[src/rtl/trip_seq_pkg.sv]
// Shared constants and types of the trip output sequencer.
// Assumes a 125 MHz system clock; all timing below derives from it.
package trip_seq_pkg;

    // ---------------------------------------------------------------
    // Clock and sampling tick
    // ---------------------------------------------------------------
    localparam int CLK_FREQ_HZ      = 125_000_000;
    localparam int TICK_PERIOD_US   = 1000;
    localparam int TICK_CYCLES      = (CLK_FREQ_HZ / 1_000_000) * TICK_PERIOD_US;
    localparam int TICK_CNT_W       = $clog2(TICK_CYCLES);

    // ---------------------------------------------------------------
    // Preparation timeout and trip stretching, in sampling ticks
    // ---------------------------------------------------------------
    localparam int PREP_TIMEOUT_MS  = 50;
    localparam int TICK_PERIOD_MS   = TICK_PERIOD_US / 1000;
    localparam int PREP_TIMEOUT_TICKS = PREP_TIMEOUT_MS / TICK_PERIOD_MS;
    localparam int PREP_TMR_W       = 6;
    localparam int MIN_TRIP_MS      = 100;
    localparam int MIN_TRIP_TICKS   = MIN_TRIP_MS / TICK_PERIOD_MS;
    localparam int STRETCH_W        = 16;

    // ---------------------------------------------------------------
    // Channel geometry and reset values
    // ---------------------------------------------------------------
    localparam int NUM_CHANNELS     = 4;
    localparam int NUM_PHASES       = 3;
    localparam logic RST_OPEN       = 1'h0;

    // States of one trip channel.
    typedef enum logic [1:0] {
        CH_IDLE,
        CH_ARMED,
        CH_FIRED,
        CH_RELEASE
    } chan_state_t;

endpackage

[src/rtl/trip_tick_if.sv]
// Carries the sampling tick and the shaped phase trips between the
// sequencer's own modules.
// Assumes a single clock domain.
`timescale 1ns/100ps
interface trip_tick_if;
    import trip_seq_pkg::*;

    logic                  tick;
    logic                  eval;
    logic [NUM_PHASES-1:0] shaped;

    modport timer  (output tick, output eval);
    modport shaper (input tick, output shaped);
    modport seq    (input eval, input shaped);
endinterface

[src/rtl/sample_tick_gen.sv]
// Sampling tick generator: one pulse per sampling period, plus a
// second pulse one clock later for logic that consumes shaped trips.
// Assumes clk at the package rate and rst_b asynchronous, active low.
`timescale 1ns/100ps
module sample_tick_gen #(
    parameter int TICK_CYCLES = trip_seq_pkg::TICK_CYCLES
) (
    // Clock and reset
    input  wire logic  clk,
    input  wire logic  rst_b,
    // Tick outputs
    trip_tick_if.timer tk
);
    import trip_seq_pkg::*;

    localparam int                W    = $clog2(TICK_CYCLES + 1);
    localparam logic [W-1:0]      LAST = W'(TICK_CYCLES - 1);

    logic [W-1:0] cnt_q;
    logic         tick_q;
    logic         eval_q;

    // Free running divider of the system clock.
    always_ff @(posedge clk or negedge rst_b) begin
        if (!rst_b) begin
            cnt_q <= '0;
        end else if (cnt_q == LAST) begin
            cnt_q <= '0;
        end else begin
            cnt_q <= cnt_q + 1'b1;
        end
    end

    // Tick pulse and its one-cycle delayed evaluation strobe.
    always_ff @(posedge clk or negedge rst_b) begin
        if (!rst_b) begin
            tick_q <= 1'h0;
            eval_q <= 1'h0;
        end else begin
            tick_q <= (cnt_q == LAST);
            eval_q <= tick_q;
        end
    end

    assign tk.tick = tick_q;
    assign tk.eval = eval_q;
endmodule

[src/rtl/trip_shaper.sv]
// Trip shaping stage: widens phase-to-phase trips to three-phase and
// holds every phase trip for a minimum number of sampling ticks.
// Assumes inputs synchronous to clk and a tick from sample_tick_gen.
`timescale 1ns/100ps
module trip_shaper #(
    parameter int MIN_TRIP_TICKS = trip_seq_pkg::MIN_TRIP_TICKS
) (
    // Clock and reset
    input  wire logic                                clk,
    input  wire logic                                rst_b,
    // Raw trip requests
    input  wire logic [trip_seq_pkg::NUM_PHASES-1:0] trip_phase,
    input  wire logic                                trip_3ph,
    input  wire logic                                conv_3ph_en,
    // Tick in, shaped trips out
    trip_tick_if.shaper                              tk
);
    import trip_seq_pkg::*;

    localparam logic [STRETCH_W-1:0] HOLD = STRETCH_W'(MIN_TRIP_TICKS);

    logic [NUM_PHASES-1:0] widened;
    logic [NUM_PHASES-1:0] shaped_q;
    logic                  multi_phase;

    // Two or more phases raised means a phase-to-phase fault.
    always_comb begin
        multi_phase = (trip_phase[0] & trip_phase[1]) | (trip_phase[1] & trip_phase[2])
                    | (trip_phase[0] & trip_phase[2]);
        if (trip_3ph || (conv_3ph_en && multi_phase)) begin
            widened = '1;
        end else begin
            widened = trip_phase;
        end
    end

    // One stretch counter per phase, updated only on sampling ticks.
    for (genvar p = 0; p < NUM_PHASES; p++) begin : g_phase
        logic [STRETCH_W-1:0] hold_q;

        always_ff @(posedge clk or negedge rst_b) begin
            if (!rst_b) begin
                hold_q      <= '0;
                shaped_q[p] <= RST_OPEN;
            end else if (tk.tick) begin
                if (widened[p]) begin
                    hold_q      <= HOLD;
                    shaped_q[p] <= 1'h1;
                end else if (hold_q > STRETCH_W'(1)) begin
                    hold_q      <= hold_q - 1'b1;
                    shaped_q[p] <= 1'h1;
                end else begin
                    hold_q      <= '0;
                    shaped_q[p] <= 1'h0;
                end
            end
        end
    end

    assign tk.shaped = shaped_q;
endmodule

[src/rtl/trip_output_sequencer.sv]
// Trip output sequencer: drives the mechanical contact and the fast
// electronic switch of each trip channel of a protection relay.
// Assumes all inputs synchronous to clk; contacts follow the outputs.
`timescale 1ns/100ps
module trip_output_sequencer #(
    parameter int NUM_CH         = trip_seq_pkg::NUM_CHANNELS,
    parameter int TICK_CYCLES    = trip_seq_pkg::TICK_CYCLES,
    parameter int MIN_TRIP_TICKS = trip_seq_pkg::MIN_TRIP_TICKS
) (
    // Clock and reset
    input  wire logic                                     clk,
    input  wire logic                                     rst_b,
    // Protection pickup, one per channel
    input  wire logic [NUM_CH-1:0]                        prep_req,
    // Protection trips into the shaping stage
    input  wire logic [trip_seq_pkg::NUM_PHASES-1:0]      prot_trip_phase,
    input  wire logic                                     prot_trip_3ph,
    input  wire logic                                     conv_3ph_en,
    // Shaper output to channel map, three bits per channel
    input  wire logic [NUM_CH*trip_seq_pkg::NUM_PHASES-1:0] assign_map,
    // Direct trip sources, one per channel
    input  wire logic [NUM_CH-1:0]                        link_trip,
    input  wire logic [NUM_CH-1:0]                        panel_trip,
    input  wire logic [NUM_CH-1:0]                        binary_trip,
    input  wire logic [NUM_CH-1:0]                        per_cycle_fast_contact,
    // Channel drive
    output logic      [NUM_CH-1:0]                        mech_close_q,
    output logic      [NUM_CH-1:0]                        elec_close_q,
    output logic      [NUM_CH-1:0]                        coil_on_q,
    // Channel status
    output logic      [NUM_CH-1:0]                        armed_q,
    output logic      [NUM_CH-1:0]                        prep_cancel_q,
    output logic      [trip_seq_pkg::NUM_PHASES-1:0]      shaped_trip_q
);
    import trip_seq_pkg::*;

    localparam logic [PREP_TMR_W-1:0] PREP_LAST = PREP_TMR_W'(PREP_TIMEOUT_TICKS - 1);

    // ---------------------------------------------------------------
    // Sampling tick and trip shaping
    // ---------------------------------------------------------------

    trip_tick_if tk ();

    // One sampling tick per period; eval follows tick by one clock so
    // that channels see the shaped trips of the same sampling period.
    sample_tick_gen #(
        .TICK_CYCLES (TICK_CYCLES)
    ) u_tick (
        .clk   (clk),
        .rst_b (rst_b),
        .tk    (tk)
    );

    // Phase widening and minimum duration stretch.
    trip_shaper #(
        .MIN_TRIP_TICKS (MIN_TRIP_TICKS)
    ) u_shaper (
        .clk         (clk),
        .rst_b       (rst_b),
        .trip_phase  (prot_trip_phase),
        .trip_3ph    (prot_trip_3ph),
        .conv_3ph_en (conv_3ph_en),
        .tk          (tk)
    );

    assign shaped_trip_q = tk.shaped;

    // ---------------------------------------------------------------
    // Per channel sequencing
    // ---------------------------------------------------------------

    for (genvar c = 0; c < NUM_CH; c++) begin : g_chan
        chan_state_t             state_q;
        chan_state_t             state_d;
        logic [PREP_TMR_W-1:0]   tmr_q;
        logic [NUM_PHASES-1:0]   map;
        logic                    shaped_hit;
        logic                    trip_req;
        logic                    cancel_d;

        // Freely chosen subset of shaper phases feeds this channel.
        assign map        = assign_map[c*NUM_PHASES +: NUM_PHASES];
        assign shaped_hit = |(map & tk.shaped);

        // Every trip source of the channel meets in one OR gate.
        assign trip_req = shaped_hit | link_trip[c] | panel_trip[c]
                        | binary_trip[c] | per_cycle_fast_contact[c];

        // Next channel state, only meaningful on an evaluation strobe.
        always_comb begin
            state_d  = state_q;
            cancel_d = 1'h0;
            unique case (state_q)
                CH_IDLE: begin
                    if (trip_req) begin
                        // Fast contact and direct sources close both
                        // elements in one step.
                        state_d = CH_FIRED;
                    end else if (prep_req[c]) begin
                        state_d = CH_ARMED;
                    end
                end
                CH_ARMED: begin
                    if (trip_req) begin
                        state_d = CH_FIRED;
                    end else if (tmr_q == PREP_LAST) begin
                        state_d  = CH_IDLE;
                        cancel_d = 1'h1;
                    end
                end
                CH_FIRED: begin
                    if (!trip_req) begin
                        state_d = CH_RELEASE;
                    end
                end
                CH_RELEASE: begin
                    // Switch is open already; contact opens a tick later.
                    state_d = CH_IDLE;
                end
            endcase
        end

        // State advances only on the per-tick evaluation strobe.
        always_ff @(posedge clk or negedge rst_b) begin
            if (!rst_b) begin
                state_q <= CH_IDLE;
            end else if (tk.eval) begin
                state_q <= state_d;
            end
        end

        // Ticks spent armed, restarted at each arming.
        always_ff @(posedge clk or negedge rst_b) begin
            if (!rst_b) begin
                tmr_q <= '0;
            end else if (tk.eval) begin
                if (state_q == CH_ARMED && state_d == CH_ARMED) begin
                    tmr_q <= tmr_q + 1'b1;
                end else begin
                    tmr_q <= '0;
                end
            end
        end

        // Contact drive registered from the next state; the coil sees
        // current only while both series elements are closed.
        always_ff @(posedge clk or negedge rst_b) begin
            if (!rst_b) begin
                mech_close_q[c] <= RST_OPEN;
                elec_close_q[c] <= RST_OPEN;
                coil_on_q[c]    <= RST_OPEN;
                armed_q[c]      <= 1'h0;
            end else if (tk.eval) begin
                mech_close_q[c] <= (state_d != CH_IDLE);
                elec_close_q[c] <= (state_d == CH_FIRED);
                coil_on_q[c]    <= (state_d == CH_FIRED);
                armed_q[c]      <= (state_d == CH_ARMED);
            end
        end

        // One clock pulse marking a timed-out preparation.
        always_ff @(posedge clk or negedge rst_b) begin
            if (!rst_b) begin
                prep_cancel_q[c] <= 1'h0;
            end else begin
                prep_cancel_q[c] <= tk.eval & cancel_d;
            end
        end
    end

endmodule

[config.mk]
export PLATFORM = sky130hd
export DESIGN_NAME = trip_output_sequencer
export DESIGN_NICKNAME = d
export VERILOG_FILES = /design/src/rtl/trip_seq_pkg.sv /design/src/rtl/trip_tick_if.sv /design/src/rtl/sample_tick_gen.sv /design/src/rtl/trip_shaper.sv /design/src/rtl/trip_output_sequencer.sv
export SDC_FILE = /design/constraint.sdc
export NUM_CORES = 1
export LEC_CHECK = 0
export BUFFER_PORTS_ARGS = -buffer_cell sky130_fd_sc_hd__buf_2
export CORE_AREA = 2 2 104 106
export DETAILED_ROUTE_END_ITERATION = 12
export DIE_AREA = 0 0 106 108
export HOLD_SLACK_MARGIN = 0.12
export PLACE_DENSITY = 0.77
export SLEW_MARGIN = 25
export SYNTH_ARGS = -nofsm -noshare
export SYNTH_HDL_FRONTEND = slang
export SYNTH_SLANG_ARGS = --single-unit
[constraint.sdc]
create_clock -name clk -period 2.9 [get_ports clk]
set_clock_uncertainty 0.1 [all_clocks]
set_input_delay 0.58 -clock clk [delete_from_list [all_inputs] [get_ports clk]]
set_output_delay 0.58 -clock clk [all_outputs]
set_load 0.005 [all_outputs]
Word-level counts from Yosys, hierarchy flattened
Index checks and enable logic that the tools add are counted.

Bits in registers: 118. Bits in latches: 0. RAM bits: 0. Bits in read-only memories: 0. Output and inout bits: 23. Word-level logic and storage cells: 170. Memories kept: 0.

$add $sub $neg: 8. Multipliers: 0. Div/mod/pow operators: 0. Magnitude comparators: 3. Equal/unequal tests: 25. Shifts and indexed selects: 0. Multiplexer cells: 54. Bitwise gates (word level): 29. Reductions and logical operators: 18.

Operator list (count): $mux W16 (6); $gt A16 B1 Y1 const B (3); $sub A16 B1 Y16 const B (3); $mux W2 (20); $pmux W2 S4 (4); $add A6 B1 Y6 const B (4); $eq A2 B2 Y1 const B (12); $eq A6 B6 Y1 const B (4); $mux W6 (4); $mux W1 (18); $or A1 B1 Y1 (18); $add A17 B1 Y17 const B (1); $eq A17 B17 Y1 const B (1); $mux W17 (1); $eq A2 B1 Y1 const B (8); $and A3 B3 Y3 (4); $reduce_or A3 Y1 (4); $logic_not A2 Y1 (4); $reduce_bool A2 Y1 (4); $and A1 B1 Y1 (7); $logic_and A1 B1 Y1 (5); $mux W3 (1); $logic_or A1 B1 Y1 (1).

Longest topological paths before layout
Depth after elaboration: 11. Depth in mapped cells: 7. Mapped depth without buffers: 7.

Hierarchy
From an unflattened synthesis, not the netlist that was laid out.

Cell total of the unflattened synthesis: 610. Area total of the unflattened synthesis: 6117.1 µm².

By module, submodules not included: trip_shaper (times used 1, cells each 296, area an instance 2827.7 µm²); trip_output_sequencer (times used 1, cells each 236, area an instance 2406.1 µm²); sample_tick_gen (times used 1, cells each 78, area an instance 883.3 µm²).

Worst setup path after synthesis
No wires, ideal clock.

Path type: register to register. Start point: reg u_shaper.g_phase[2].hold_q[10]. End point: reg u_shaper.g_phase[2].hold_q[11]. Arrival time: 1.951 ns. Setup slack: 0.730 ns. Cell stages (with the launch flop): 7. Cell sequence: dfrtp_1 > or4_4 > or4_4 > o31ai_4 > and2_1 > buf_6 > nor2_2.

Word-level cells in the longest chain between the ends: 3. Elaborated cells between the ends (all ways): 4.

RTL lines: start, declared (line trip_shaper.sv:39) `logic [STRETCH_W-1:0] hold_q;`; start signal, assigned (line trip_shaper.sv:50) `hold_q <= hold_q - 1'b1;`; $sub A16 B1 Y16 or $gt A16 B1 Y1 (tied branches) (line trip_shaper.sv:50, trip_shaper.sv:49); $mux W16 (*) (line trip_shaper.sv:49) `end else if (hold_q > STRETCH_W'(1)) begin`; $mux W16 (*) (line trip_shaper.sv:46) `if (widened[p]) begin`.

Mark *: on every way between the ends. The rest lies on a longest branch, timed or not. A chain may end at the register's enable or synchronous reset.

Worst setup path in the final report
Start point: reg u_shaper.g_phase[2].hold_q[10]. End point: reg u_shaper.g_phase[2].hold_q[13].

The elaborated chain is that of the path after synthesis.

==> impl_metrics.env <==
export IMPL_status="finished, final reports clean"
export IMPL_dpl_instance_area_mm2=0.006384
export IMPL_dieWidth_um=106
export IMPL_ys_ff_latch=118
export IMPL_path_cells="or4_4 > or4_4 > o31ai_4 > and2_1 > nor2_2"
export IMPL_yosysSeqAreaShare=0.4978
export IMPL_ys_types=60
export IMPL_drtIter0Drc=204
export IMPL_diodes=0
export IMPL_yosys_warnings=0
export IMPL_gp_congestion=0.8292
export IMPL_rsz0062_at_grt="false"
export IMPL_stdcell_area_mm2=0.007012
export IMPL_period_share=0.8567
export IMPL_rows=37
export IMPL_grt_pass1_vias=4674
export IMPL_tightestPinTransition_ns=0.7886
export IMPL_ctsHtreeMaxLevel=4
export IMPL_critPathRequiredTime_ns=3.20
export IMPL_die_y_um=108
export IMPL_peakVddDrop_mv=0.4690
export IMPL_port_buffers=61
export IMPL_initial_core_util=0.5798
export IMPL_criticalPathCategory="flip-flop to flip-flop"
export IMPL_cts_buffer_depth=2
export IMPL_max_cap_viol_count=0
export IMPL_finalSetupViolCount=0
export IMPL_root_buffer="clkbuf_8"
export IMPL_holdCritPathClass="input pin to flip-flop"
export IMPL_drc=0
export IMPL_leakage_nw=3.020
export IMPL_drive_gt1_frac=0.1853
export IMPL_cp_arrival_ns=2.78
export IMPL_core_area_mm2=0.01023
export IMPL_critPathSlowestCell="or4_4"
export IMPL_p_total_w=0.003945
export IMPL_fin_tns_setup_ns=0
export IMPL_syn_area_mm2=0.005932
export IMPL_hold_viol=0
export IMPL_ant_nets=0
export IMPL_crit_family="simple AND/OR/NAND/NOR gates"
export IMPL_critPathLaunchType="flip-flop"
export IMPL_layout_commonest_cell="dfrtp_1"
export IMPL_clock_fmax_ghz=0.4025
export IMPL_grt_max_degree=53
export IMPL_syn_nets=652
export IMPL_path_common_cell="or4_4"
export IMPL_areaGrowthSynthToFinish_pct=18.20
export IMPL_dp_hpwl_um=8325
export IMPL_ys_flop_type="dfrtp_1"
export IMPL_cp_end_kind="flip-flop"
export IMPL_firstDrtPassIters=4
export IMPL_vias=4692
export IMPL_nNetsFinal=721
export IMPL_layout_common_cells="dfrtp_1 (118), nor2_1 (94), buf_2 (60)"
export IMPL_cts_reportedPaths_clkPinSlew_ns=0.05
export IMPL_max_stage_delay_ns=0.56
export IMPL_cts_made_buffers=17
export IMPL_critPathBufInv=0
export IMPL_pin_count=62
export IMPL_grtUsageTotal=0.2297
export IMPL_grt_overflow_total=0
export IMPL_synth_edf_count=0
export IMPL_wl_um=12230
export IMPL_power_density_mw_per_mm2=562.6
export IMPL_path_max_fanout=8
export IMPL_cts_hold_buf=1
export IMPL_cts_sinks=118
export IMPL_insertion_delay_ns=0.53
export IMPL_ys_async_sr_fraction=1.000
export IMPL_drv_slew=0
export IMPL_cts_setup_buffers=0
export IMPL_netlist_instances=598
export IMPL_wire_per_inst_um=14.98
export IMPL_dieArea_mm2=0.01145
export IMPL_slew_headroom=0.4669
export IMPL_grt_first_pass_wirelength_um=20690
export IMPL_avgSynthCellArea_um2=9.920
export IMPL_fin_crit_ns=2.485
export IMPL_via_per_inst=5.750
export IMPL_cts_resized=0
export IMPL_cts_tree="done"
export IMPL_antenna_found_initial=0
==> stage by stage <==
stage          hold WS, ns  instances  setup WS, ns    util
3_5_place_dp        0.3678        783        0.4218  0.6239
4_1_cts             0.3006        816        0.4189  0.6853
3_3_place_gp        0.3665        783        0.5136  0.6239
2_1_floorplan       0.1844        598        0.7297       -
6_report            0.3161        816        0.4154  0.6853
5_1_grt             0.3211        816        0.2772  0.6853
==> cell usage after synthesis (2+ instances only) <==
library cell    n  area (µm²)
o311ai_1        4       35.03
dfrtp_1       118        2953
and4_1          2       17.52
nor4_1         18       112.6
nand2_1        45       168.9
o31ai_1         5       37.54
a21o_1          2       15.01
nand3_1        22       110.1
o22ai_1         2       12.51
a21oi_1         7       35.03
a222oi_1        4       40.04
o221ai_1        4       35.03
or4_4           5       56.30
nor2_1         94       352.8
and2_1          3       18.77
o32ai_1         4       35.03
a31oi_1         6       37.54
nor2_2          9       56.30
xnor2_1        30       262.8
o21ai_0        15       75.07
o2bb2ai_1       9       78.83
clkbuf_1       13       48.80
nand2b_1       12       75.07
xor2_1         26       227.7
nand4_1        18       112.6
a22o_1          6       52.55
buf_4           5       37.54
a41o_1          4       40.04
inv_1          23       86.33
or3b_1          2       17.52
ha_1           15       187.7
mux2i_1         3       30.03
or4_1           4       30.03
nor3_1         13       65.06
o21ai_1         8       40.04
nor4b_1         2       17.52
nor2b_1         7       43.79
nor3_2          2       20.02
or3_1           6       37.54
==> cells by family (layout without fill, tap and decap cells) <==
group                      count (synthesis)  in the layout  synth area share
AOI/OAI and AO/OA                         88             88            0.1116
buffers and inverters                     45            127           0.03311
DFF                                      118            118            0.4978
and+or+nand+nor                          272            272            0.2362
xor gates and xnor gates                  56             56           0.08268
adders and majority gates                 15             15           0.03164
muxes                                      4              4          0.006961
==> sequential cells by signal, summed over array words and instances, names as in the netlist <==
name	count
g_chan.state_q	8
u_tick.cnt_q	17
armed_q	4
u_tick.tk.eval	1
mech_close_q	4
coil_on_q	4
u_shaper.tk.shaped	3
u_shaper.g_phase.hold_q	48
prep_cancel_q	4
u_tick.tk.tick	1
g_chan.tmr_q	24
==> tightest hold or removal path: cells and delay by family <==
family | cells | cell delay [ns]
buffers and inverters | 1 | 0.07
and+or+nand+nor | 3 | 0.26
==> metal layers <==
layer,up-vias,global-route usage,part of all wire
met1,2304,0.2751,0.44
met5,-,0,0
met3,18,0.07414,0.043
li1,2266,-,-
met4,0,0.08741,0.013
met2,104,0.3899,0.50
==> layout make-up <==
| cell class | count | area (µm²) |
|---|---|---|
| clock buffer | 24 | 500.5 |
| clock inverter | 8 | 117.6 |
| fill | 793 | 3219 |
| inverter | 24 | 90.09 |
| multi-input combinational | 435 | 2783 |
| sequential | 118 | 2953 |
| tap | 136 | 170.2 |
| timing repair buffer | 71 | 397.9 |
==> final timing paths <==
| check | slack [ns] | cells past startpoint | end | start |
|---|---|---|---|---|
| min in group asynchronous | 0.49 | 2 | u_shaper.g_phase[2].hold_q[14] | rst_b |
| worst max-delay path | 0.42 | 5 | u_shaper.g_phase[2].hold_q[13] | u_shaper.g_phase[2].hold_q[10] |
| worst min-delay path | 0.32 | 4 | prep_cancel_q[0] | binary_trip[0] |
| max in group asynchronous | 1.48 | 3 | u_shaper.g_phase[1].hold_q[9] | rst_b |
| worst max register to register | 0.42 | 5 | u_shaper.g_phase[2].hold_q[13] | u_shaper.g_phase[2].hold_q[10] |
| worst min register to register | 0.38 | 1 | armed_q[2] | armed_q[2] |
==> power breakdown <==
group          total (W)  internal [W]  switching, W
sequential       0.00168       0.00166     0.0000151
combinational   0.000117     0.0000491     0.0000682
clock            0.00215       0.00144      0.000710
total            0.00394       0.00315      0.000794
No activity file was read; power rests on OpenSTA's default activity.
